$ cat src/inc/tmr_pkg.sv
// constants for the 8-bit timer/counter with shared prescaler
// assumes one instruction-cycle clock and a simple strobe register port
package tmr_pkg;
  localparam logic [1:0] ADDR_COUNT = 2'h0;
  localparam logic [1:0] ADDR_OPTION = 2'h1;
  localparam logic [1:0] ADDR_CMP = 2'h2;
  localparam logic [1:0] ADDR_STATUS = 2'h3;
  localparam int OPT_SRC_BIT = 5;
  localparam int OPT_EDGE_BIT = 4;
  localparam int OPT_PSA_BIT = 3;
  localparam int OPT_PS_MSB = 2;
  localparam int CMP_OUTEN_BIT = 6;
  localparam int CMP_CSEL_BIT = 3;
  localparam logic [5:0] OPTION_RESET = 6'h3F;
  localparam logic [7:0] CMP_RESET = 8'h48;
  localparam logic [7:0] COUNT_RESET = 8'h00;
  localparam logic [7:0] PRESC_RESET = 8'h00;
  localparam logic [1:0] INHIBIT_CYCLES = 2'h2;
endpackage

$ cat src/timer_counter.sv
// timer/counter with 8-bit prescaler shared with the watchdog
// assumes pin and comparator inputs are async and bus is on ref_clk_i
//
// Operation
// timer mode when source select is zero
// timer without prescaler counts every cycle
// write to count inhibits two increments
// pin source when all three selects set
// pin mode counts one chosen edge
// edge select zero rising, one falling
// comparator source when comparator select clear
// output enable ignored in comparator mode
// prescaler serves timer or watchdog, never both
// assignment bit zero timer, one watchdog
// prescaler count never visible to software
// timer ratios two through 256
// count and prescaler are 8 bits
// count write and reset clear prescaler; count write clears it only while assigned to timer
// option bits: source5 edge4 assign3 ratio2..0
// pin synchronised before counting
// ratio code n divides by two^(n+1)
// count wraps; prescaler output drives when assigned
`timescale 1ns/1ps
module timer_counter (
  input wire logic ref_clk_i,
  input wire logic rst_b_i,
  input wire logic clk_en_i,
  input wire logic [1:0] addr_i,
  input wire logic [7:0] wdata_i,
  input wire logic wr_i,
  input wire logic rd_i,
  output logic [7:0] rdata_o,
  input wire logic external_count_pin_i,
  input wire logic comparator_out_i,
  input wire logic watchdog_tick_i,
  input wire logic watchdog_clear_i,
  output logic watchdog_timeout_o
);
  typedef enum logic [2:0] {
    SRC_TIMER = 3'h1,
    SRC_PIN = 3'h2,
    SRC_CMP = 3'h4
  } src_t;

  logic [7:0] count, next_count;
  logic [7:0] presc, next_presc;
  logic [5:0] option, next_option;
  logic [7:0] cmp_ctl, next_cmp_ctl;
  logic [1:0] inhibit, next_inhibit;
  logic [7:0] next_rdata;
  logic pin_s1, pin_s2, pin_s3;
  logic cmp_s1, cmp_s2, cmp_s3;
  logic wdt_out, next_wdt_out;
  src_t src;
  logic src_event, presc_to_timer, tick, presc_out;
  logic write_count;

  // tap bit of an 8-bit ripple-style prescaler for a ratio code
  function automatic logic tap_fall(input logic [7:0] cur,
                                    input logic [7:0] nxt,
                                    input logic [2:0] code);
    tap_fall = cur[code] & ~nxt[code];
  endfunction

  assign write_count = wr_i && addr_i == tmr_pkg::ADDR_COUNT;
  assign presc_to_timer = ~option[tmr_pkg::OPT_PSA_BIT];

  always_comb begin
    if (!option[tmr_pkg::OPT_SRC_BIT]) begin
      src = SRC_TIMER;
    end else if (!cmp_ctl[tmr_pkg::CMP_CSEL_BIT]) begin
      src = SRC_CMP;
    end else begin
      // outen clear with pin select leaves no source
      src = cmp_ctl[tmr_pkg::CMP_OUTEN_BIT] ? SRC_PIN : SRC_TIMER;
    end
  end

  always_comb begin
    case (src)
      SRC_TIMER: src_event = option[tmr_pkg::OPT_SRC_BIT] ? 1'b0 : 1'b1;
      SRC_PIN: src_event = option[tmr_pkg::OPT_EDGE_BIT] ?
                           (pin_s3 & ~pin_s2) : (~pin_s3 & pin_s2);
      SRC_CMP: src_event = ~cmp_s3 & cmp_s2;
      default: src_event = 1'b0;
    endcase
  end

  always_comb begin
    next_presc = presc;
    presc_out = 1'b0;
    next_wdt_out = 1'b0;
    if (presc_to_timer) begin
      if (write_count) begin
        next_presc = tmr_pkg::PRESC_RESET;
      end else if (src_event) begin
        next_presc = presc + 8'h01;
        presc_out = tap_fall(presc, next_presc,
                             option[tmr_pkg::OPT_PS_MSB:0]);
      end
    end else begin
      // watchdog owns the prescaler; timer sees none
      if (watchdog_clear_i) begin
        next_presc = tmr_pkg::PRESC_RESET;
      end else if (watchdog_tick_i) begin
        next_presc = presc + 8'h01;
        next_wdt_out = tap_fall(presc, next_presc,
                                option[tmr_pkg::OPT_PS_MSB:0]);
      end
    end
  end

  assign tick = presc_to_timer ? presc_out : src_event;

  always_comb begin
    next_count = count;
    next_inhibit = inhibit;
    next_option = option;
    next_cmp_ctl = cmp_ctl;
    if (write_count) begin
      next_count = wdata_i;
      next_inhibit = tmr_pkg::INHIBIT_CYCLES;
    end else if (inhibit != 2'h0) begin
      next_inhibit = inhibit - 2'h1;
    end else if (tick) begin
      next_count = count + 8'h01;
    end
    if (wr_i && addr_i == tmr_pkg::ADDR_OPTION) begin
      next_option = wdata_i[5:0];
    end
    if (wr_i && addr_i == tmr_pkg::ADDR_CMP) begin
      next_cmp_ctl = wdata_i;
    end
  end

  // prescaler is deliberately absent from the read map
  always_comb begin
    next_rdata = 8'h00;
    if (rd_i) begin
      case (addr_i)
        tmr_pkg::ADDR_COUNT: next_rdata = count;
        tmr_pkg::ADDR_OPTION: next_rdata = {2'h0, option};
        tmr_pkg::ADDR_CMP: next_rdata = cmp_ctl;
        tmr_pkg::ADDR_STATUS: next_rdata = {5'h00, inhibit, presc_to_timer};
        default: next_rdata = 8'h00;
      endcase
    end
  end

  always_ff @(posedge ref_clk_i or negedge rst_b_i) begin
    if (!rst_b_i) begin
      pin_s1 <= 1'b0;
      pin_s2 <= 1'b0;
      pin_s3 <= 1'b0;
      cmp_s1 <= 1'b0;
      cmp_s2 <= 1'b0;
      cmp_s3 <= 1'b0;
    end else if (clk_en_i) begin
      pin_s1 <= external_count_pin_i;
      pin_s2 <= pin_s1;
      pin_s3 <= pin_s2;
      cmp_s1 <= comparator_out_i;
      cmp_s2 <= cmp_s1;
      cmp_s3 <= cmp_s2;
    end
  end

  always_ff @(posedge ref_clk_i or negedge rst_b_i) begin
    if (!rst_b_i) begin
      count <= tmr_pkg::COUNT_RESET;
      presc <= tmr_pkg::PRESC_RESET;
      option <= tmr_pkg::OPTION_RESET;
      cmp_ctl <= tmr_pkg::CMP_RESET;
      inhibit <= 2'h0;
      rdata_o <= 8'h00;
      wdt_out <= 1'b0;
    end else if (clk_en_i) begin
      count <= next_count;
      presc <= next_presc;
      option <= next_option;
      cmp_ctl <= next_cmp_ctl;
      inhibit <= next_inhibit;
      rdata_o <= next_rdata;
      wdt_out <= next_wdt_out;
    end
  end

  assign watchdog_timeout_o = wdt_out;
endmodule

$ cat config.mk
export PLATFORM = sky130hd
export DESIGN_NAME = timer_counter
export DESIGN_NICKNAME = d
export VERILOG_FILES = /design/src/inc/tmr_pkg.sv /design/src/timer_counter.sv
export SDC_FILE = /design/constraint.sdc
export NUM_CORES = 1
export LEC_CHECK = 0
export BUFFER_PORTS_ARGS = -buffer_cell sky130_fd_sc_hd__buf_2
export CAP_MARGIN = 20
export CORE_UTILIZATION = 45
export DETAILED_ROUTE_END_ITERATION = 10
export HOLD_SLACK_MARGIN = 0.12
export PLACE_DENSITY = 0.66
export SYNTH_ARGS = -nofsm -noshare
export SYNTH_HDL_FRONTEND = slang
export SYNTH_SLANG_ARGS = --single-unit
$ cat constraint.sdc
create_clock -name ref_clk_i -period 2.66 [get_ports ref_clk_i]
set_clock_uncertainty 0.15 [all_clocks]
set_input_delay 0.133 -clock ref_clk_i [delete_from_list [all_inputs] [get_ports ref_clk_i]]
set_output_delay 0.133 -clock ref_clk_i [all_outputs]
set_load 0.02 [all_outputs]
# Yosys cells after proc, flatten, opt, wreduce, memory -nomap -nowiden

Cells that the tools add are included.

Bits in registers: 47
Bits in latches: 0
Bits in writable memories: 0
ROM bits: 0
Input port bits: 19
Output and inout port bits: 9
Word-level logic and storage cells: 75
Memories: 0

Add/sub/neg operators: 3
Multiply operators: 0
Div/mod/pow operators: 0
Order comparisons: 1
Equality and inequality tests: 8
Shift-type cells: 0
Multiplexer cells: 28
Bitwise operators: 9
Reductions and logical operators: 13

Operators by type and width:

| operator                                             | count |
|---|---|
| two-way mux 8 bit                                    | 9 |
| case mux 8 bit (4 select lines)                      | 1 |
| adder 8 x 1 -> 8 bit (second input constant)         | 2 |
| two-way mux 1 bit                                    | 10 |
| binary-select mux 1 bit (select 3 bit)               | 2 |
| two-way mux 2 bit                                    | 3 |
| two-way mux 3 bit                                    | 2 |
| AND reduction 2 bit                                  | 3 |
| AND reduction 3 bit                                  | 2 |
| nonzero test 2 bit                                   | 3 |
| inverter 1 bit                                       | 5 |
| AND 1 bit                                            | 4 |
| equality test 2 bit (second input constant)          | 2 |
| < comparator 3 x 4 -> 1 bit (second input constant)  | 1 |
| equality test 3 x 1 -> 1 bit (second input constant) | 1 |
| equality test 3 x 2 -> 1 bit (second input constant) | 1 |
| equality test 3 bit (second input constant)          | 1 |
| logical AND 1 bit                                    | 3 |
| != test 3 bit (second input constant)                | 1 |
| case mux 1 bit (3 select lines)                      | 1 |
| nonzero test 3 bit                                   | 1 |
| equality test 2 x 1 -> 1 bit (second input constant) | 1 |
| logical NOT 2 bit                                    | 1 |
| != test 2 bit (second input constant)                | 1 |
| subtractor 2 x 1 -> 2 bit (second input constant)    | 1 |

# Logic depth before layout (Yosys ltp)

Word-level depth: 11
Gate-level depth with buffers: 7
Depth with buffers taken out: 7

# Worst setup path after synthesis

No wires, ideal clock.

Path kind: register -> register
From: register option[0]
To: register count[2]
Setup time: 0.131 ns
Arrival: 2.054 ns
Required time: 2.379 ns
Path slack: 0.325 ns
Stages on the path, launching flop included: 8
Path buffers: 1
Period minus slack after synthesis: 2.335 ns
Cells stage by stage: dfstp_2 -> buf_6 -> mux2_1 -> a211oi_1 -> a211oi_2 -> o31a_1 -> a2111oi_0 -> o21ai_1

Cells in the longest elaborated chain, start to end: 9
Elaborated cells on any way between the ends: 11
Classes of those cells: mux (7); bitwise (2); reduce/logical (2)

Ends and longest elaborated chain:

| element                                 | line                 | source |
|---|---|---|
| start, declared                         | timer_counter.sv:47  | `logic [5:0] option, next_option;` |
| start signal, assigned                  | timer_counter.sv:172 | `option <= tmr_pkg::OPTION_RESET;` |
| start signal, assigned                  | timer_counter.sv:180 | `option <= next_option;` |
| binary-select mux 1 bit (select 3 bit)  | timer_counter.sv:62  | `tap_fall = cur[code] & ~nxt[code];` |
| two-way mux 1 bit (implied by the code) | timer_counter.sv:62  |  |
| inverter 1 bit                          | timer_counter.sv:62  |  |
| AND 1 bit (*)                           | timer_counter.sv:62  |  |
| two-way mux 1 bit (*)                   | timer_counter.sv:96  | `end else if (src_event) begin` |
| two-way mux 1 bit (*)                   | timer_counter.sv:94  | `if (write_count) begin` |
| two-way mux 1 bit (*)                   | timer_counter.sv:113 | `assign tick = presc_to_timer ? presc_out : src_event;` |
| nonzero test 2 bit (no line) (*)        | n/a                  |  |
| AND reduction 3 bit (no line) (*)       | n/a                  |  |
| end signal, assigned                    | timer_counter.sv:170 | `count <= tmr_pkg::COUNT_RESET;` |
| end signal, assigned                    | timer_counter.sv:178 | `count <= next_count;` |
| end, declared                           | timer_counter.sv:45  | `logic [7:0] count, next_count;` |

Mark *: on every way between the ends. The rest lies on a longest branch, timed or not. The select of a mux whose other input is x is not followed.
A chain may end at the register's enable or synchronous reset.

# Worst setup path in the final report

From: register presc[0]
To: register count[5]

Cells in the longest elaborated chain, start to end: 10
Elaborated cells on any way between the ends: 12
Classes of those cells: add/sub (1); mux (7); bitwise (2); reduce/logical (2)

Ends and longest elaborated chain:

| element                                 | line                 | source |
|---|---|---|
| start, declared                         | timer_counter.sv:46  | `logic [7:0] presc, next_presc;` |
| start signal, assigned                  | timer_counter.sv:171 | `presc <= tmr_pkg::PRESC_RESET;` |
| start signal, assigned                  | timer_counter.sv:179 | `presc <= next_presc;` |
| adder 8 x 1 -> 8 bit                    | timer_counter.sv:97  | `next_presc = presc + 8'h01;` |
| binary-select mux 1 bit (select 3 bit)  | timer_counter.sv:62  |  |
| two-way mux 1 bit (implied by the code) | timer_counter.sv:62  |  |
| inverter 1 bit                          | timer_counter.sv:62  |  |
| AND 1 bit (*)                           | timer_counter.sv:62  |  |
| two-way mux 1 bit (*)                   | timer_counter.sv:96  |  |
| two-way mux 1 bit (*)                   | timer_counter.sv:94  |  |
| two-way mux 1 bit (*)                   | timer_counter.sv:113 |  |
| nonzero test 2 bit (no line) (*)        | n/a                  |  |
| AND reduction 3 bit (no line) (*)       | n/a                  |  |

Marks and branches as above.

==> impl_metrics.xml <==
<?xml version="1.0" encoding="UTF-8"?>
<metrics>
  <group name="synthesis">
    <metric name="synth_nets" unit="">277</metric>
    <metric name="synthMuxAreaShare" unit="%">13.0</metric>
    <metric name="synth_flop_cell" unit="">sky130_fd_sc_hd__dfrtp_1</metric>
    <metric name="synthCells" unit="">255</metric>
    <metric name="synth_area_per_cell" unit="sq um">10.3</metric>
    <metric name="synth_compound_gate_area_share" unit="%">22.2</metric>
    <metric name="area_of_the_mapped_netlist" unit="sq mm">0.00263</metric>
    <metric name="synth_top_family_by_area" unit="">compound AO/OA/AOI/OAI gates</metric>
    <metric name="synth-simple-area-share" unit="%">14.8</metric>
    <metric name="synth-async-reset-ratio" unit="%">100</metric>
    <metric name="ys_types" unit="">55</metric>
    <metric name="number_of_warnings_reported_in_the_yosys_synthesis_log" unit="">0</metric>
    <metric name="synth_seq_area_share" unit="%">45.1</metric>
    <metric name="postSynthRegisterBits" unit="">47</metric>
    <metric name="synth-edff-count" unit="">0</metric>
    <metric name="post_synth_xor_area_fraction" unit="%">0</metric>
    <metric name="synthAdderAreaFrac" unit="%">1.43</metric>
  </group>
  <group name="sta">
    <metric name="number_of_pins_with_negative_max_slew_slack_in_the_final_report" unit="">0</metric>
    <metric name="min_period" unit="ns">2.54</metric>
    <metric name="postLayoutSetupSlackWorst" unit="ns">0.124</metric>
    <metric name="tightestPinTransition" unit="ns">0.705</metric>
    <metric name="setup_viol" unit="">0</metric>
    <metric name="min_period_over_period" unit="%">95.3</metric>
    <metric name="hold_violations" unit="">0</metric>
    <metric name="rsz0062_at_grt" unit="">no</metric>
    <metric name="maxClockFrequency" unit="GHz">0.394</metric>
    <metric name="fin_setup_tns" unit="ns">0</metric>
    <metric name="worst_slew_margin_rel" unit="%">52.8</metric>
  </group>
  <group name="setup_path">
    <metric name="ff2ff_setup_slack" unit="ns">0.12</metric>
    <metric name="setup.worst_path.end_class" unit="">register</metric>
    <metric name="crit_fanout" unit="">8</metric>
    <metric name="critical_path.startpoint_type" unit="">register</metric>
    <metric name="path_class" unit="">reg2reg</metric>
    <metric name="arrival" unit="ns">2.57</metric>
    <metric name="worstPathRequired" unit="ns">2.69</metric>
  </group>
  <group name="route">
    <metric name="drc" unit="">0</metric>
    <metric name="drt-total-wl" unit="mm">6.16</metric>
    <metric name="detailed_route_via_count" unit="">2201</metric>
    <metric name="wl_per_cell" unit="microns">16.6</metric>
    <metric name="firstDrtPassIters" unit="">4</metric>
    <metric name="via_to_cell_ratio" unit="">5.92</metric>
    <metric name="ant_nets" unit="">0</metric>
    <metric name="starting_drt_drc_count" unit="">168</metric>
  </group>
  <group name="placement">
    <metric name="placement.setup.worst_slack" unit="ns">0.0727</metric>
    <metric name="place_congestion" unit="">0.858</metric>
    <metric name="placement.io_buffers" unit="">27</metric>
    <metric name="post-dp-hpwl" unit="mm">4.40</metric>
  </group>
  <group name="final_layout">
    <metric name="final_common_cell" unit="">sky130_fd_sc_hd__dfrtp_1</metric>
    <metric name="insertedDiodeCount" unit="">0</metric>
    <metric name="layout.nets" unit="">321</metric>
    <metric name="layout-area-overhead-vs-synth" unit="%">17.3</metric>
    <metric name="layout_cell_share_with_drive_strength_beyond_1" unit="%">26.7</metric>
    <metric name="post_route_utilization" unit="%">55.4</metric>
    <metric name="mostFrequentLayoutCells" unit="">sky130_fd_sc_hd__dfrtp_1, sky130_fd_sc_hd__buf_2, sky130_fd_sc_hd__mux2_2, sky130_fd_sc_hd__nand2_1, sky130_fd_sc_hd__o21ai_0</metric>
  </group>
  <group name="die">
    <metric name="io_pins" unit="">28</metric>
    <metric name="dieWidth" unit="microns">78.5</metric>
    <metric name="floorplan.rows" unit="">27</metric>
    <metric name="core" unit="sq mm">0.00557</metric>
    <metric name="die-height" unit="microns">78.5</metric>
    <metric name="effective_utilization_at_floorplan" unit="%">47.2</metric>
    <metric name="design.die.area" unit="sq mm">0.00616</metric>
  </group>
  <group name="clock_tree">
    <metric name="cts_inserted_buffers" unit="">5</metric>
    <metric name="cts-root-to-sink-buffers" unit="">2</metric>
    <metric name="post_cts_buffers" unit="">0</metric>
    <metric name="clkLatencyLatePin" unit="ns">0.30</metric>
    <metric name="tritoncts_num_sinks" unit="">47</metric>
    <metric name="cts-root-buf" unit="">sky130_fd_sc_hd__clkbuf_8</metric>
    <metric name="htree_num_levels" unit="">2</metric>
    <metric name="cts_tree" unit="">done</metric>
    <metric name="clk_transition_reported_paths" unit="ns">0.08</metric>
  </group>
  <group name="global_route">
    <metric name="global_route.usage.total" unit="%">22.1</metric>
    <metric name="grt_remaining_overflow" unit="">0</metric>
    <metric name="grt_start_max_net_pins" unit="">34</metric>
    <metric name="grt_pass1_wl" unit="mm">10.3</metric>
    <metric name="grt_pass1_vias" unit="">2139</metric>
    <metric name="number_of_antenna_violations_at_the_first_check_in_global_routing" unit="">0</metric>
  </group>
  <group name="power_and_ir_drop">
    <metric name="worst_ir_drop_vdd" unit="mV">0.410</metric>
    <metric name="static-leakage-power" unit="nW">1.31</metric>
    <metric name="post-layout-total-power" unit="mW">2.08</metric>
    <metric name="power_per_cell_area" unit="mW/mm^2">673</metric>
  </group>
  <group name="run_status">
    <metric name="outcome" unit="">finished, final reports clean</metric>
  </group>
  <group name="flow_run">
    <metric name="drv_cap" unit="">0</metric>
  </group>
  <group name="worst_hold_path">
    <metric name="hold_path_class" unit="">in2async</metric>
  </group>
</metrics>
final cells by class:
type | instances | area [sq um]
sequential | 47 | 1190
clock buffer | 7 | 76.3
inverter | 9 | 33.8
clock inverter | 1 | 5.00
multi-input combinational | 187 | 1360
tap | 72 | 90.1
fill | 501 | 2490
timing repair buffer | 49 | 335
state kept, by name, indices dropped and copies added (netlist names):
signal,cells
inhibit,2
cmp_s1,1
watchdog_timeout_o,1
presc,8
cmp_s2,1
rdata_o,8
pin_s1,1
cmp_ctl,8
count,8
pin_s3,1
option,6
pin_s2,1
cmp_s3,1
report_power, final:
part / internal (mW) / switching (mW) / total (mW)
clock: 0.185 / 0.235 / 0.420
sequential: 0.877 / 0.171 / 1.05
combinational: 0.292 / 0.317 / 0.609
what timing repair did:
action	4_1_cts	5_1_grt
hold endpoints to repair	72	0
resized for setup	0	3
hold buffers	14	0
setup endpoints to repair	0	5
routing by layer:
metal  vias up  wire (microns)  track usage (%)
li1       1053               -                -
met1      1080            2780             28.9
met2        57            2940             35.5
met3        11             316             4.42
met4         0             118             9.26
met5         -               0                0
worst max-delay path, cell delays in order (launching register included):
cell	delay, ns
sky130_fd_sc_hd__dfrtp_1	0.45
sky130_fd_sc_hd__ha_1	0.26
sky130_fd_sc_hd__and4b_1	0.33
sky130_fd_sc_hd__a31oi_4	0.06
sky130_fd_sc_hd__o221a_4	0.27
sky130_fd_sc_hd__o31a_1	0.41
sky130_fd_sc_hd__a2111oi_0	0.39
sky130_fd_sc_hd__o21ai_1	0.10
stage by stage:
stage / instances / hold slack, ns / cell area (sq um)
CTS: 372 / 0.127 / 3080
global placement: 350 / -0.0922 / 2860
detailed placement: 350 / -0.0910 / 2860
finish: 372 / 0.123 / 3090
floorplan: 255 / -0.313 / 2630
global route: 372 / 0.161 / 3090
cells in the mapped netlist, types with 2 or more instances:
library cell	number	share of area, %
sky130_fd_sc_hd__nor2b_1	6	1.4
sky130_fd_sc_hd__o21ai_1	9	1.7
sky130_fd_sc_hd__mux2_2	20	8.6
sky130_fd_sc_hd__nor2_1	14	2.0
sky130_fd_sc_hd__nand4_1	3	0.71
sky130_fd_sc_hd__o2111ai_1	2	0.67
sky130_fd_sc_hd__a2111oi_0	4	1.3
sky130_fd_sc_hd__nand2_1	20	2.9
sky130_fd_sc_hd__and4_1	2	0.67
sky130_fd_sc_hd__dfstp_2	8	8.0
sky130_fd_sc_hd__a211oi_1	3	0.86
sky130_fd_sc_hd__o2bb2ai_1	5	1.7
sky130_fd_sc_hd__mux2i_1	6	2.3
sky130_fd_sc_hd__buf_2	2	0.38
sky130_fd_sc_hd__nor3_1	4	0.76
sky130_fd_sc_hd__ha_1	3	1.4
sky130_fd_sc_hd__nand3_1	13	2.5
sky130_fd_sc_hd__clkbuf_1	8	1.1
sky130_fd_sc_hd__nand2b_1	4	0.95
sky130_fd_sc_hd__o31ai_1	5	1.4
sky130_fd_sc_hd__o21ai_0	17	3.2
sky130_fd_sc_hd__dfrtp_1	39	37
sky130_fd_sc_hd__inv_1	9	1.3
sky130_fd_sc_hd__a31oi_1	3	0.71
sky130_fd_sc_hd__mux4_2	2	1.7
sky130_fd_sc_hd__o22ai_1	3	0.71
sky130_fd_sc_hd__a21oi_1	13	2.5
kinds of logic after synthesis:
group	after synthesis
compound gates	81
simple gates	74
buf+inv	21
mux	29
fa+ha+maj	3
flops	47
final timing paths:
kind                             from            endpoint  cells after the start
min in group ref_clk_i       clk_en_i          rdata_o[2]                      3
setup reg to reg             presc[0]            count[5]                      7
hold reg to reg            rdata_o[0]          rdata_o[0]                      1
max in group asynchronous     rst_b_i           option[1]                      3
setup / recovery             presc[0]            count[5]                      7
hold / removal                rst_b_i  watchdog_timeout_o                      2
No activity file was read; power rests on OpenSTA's default activity.
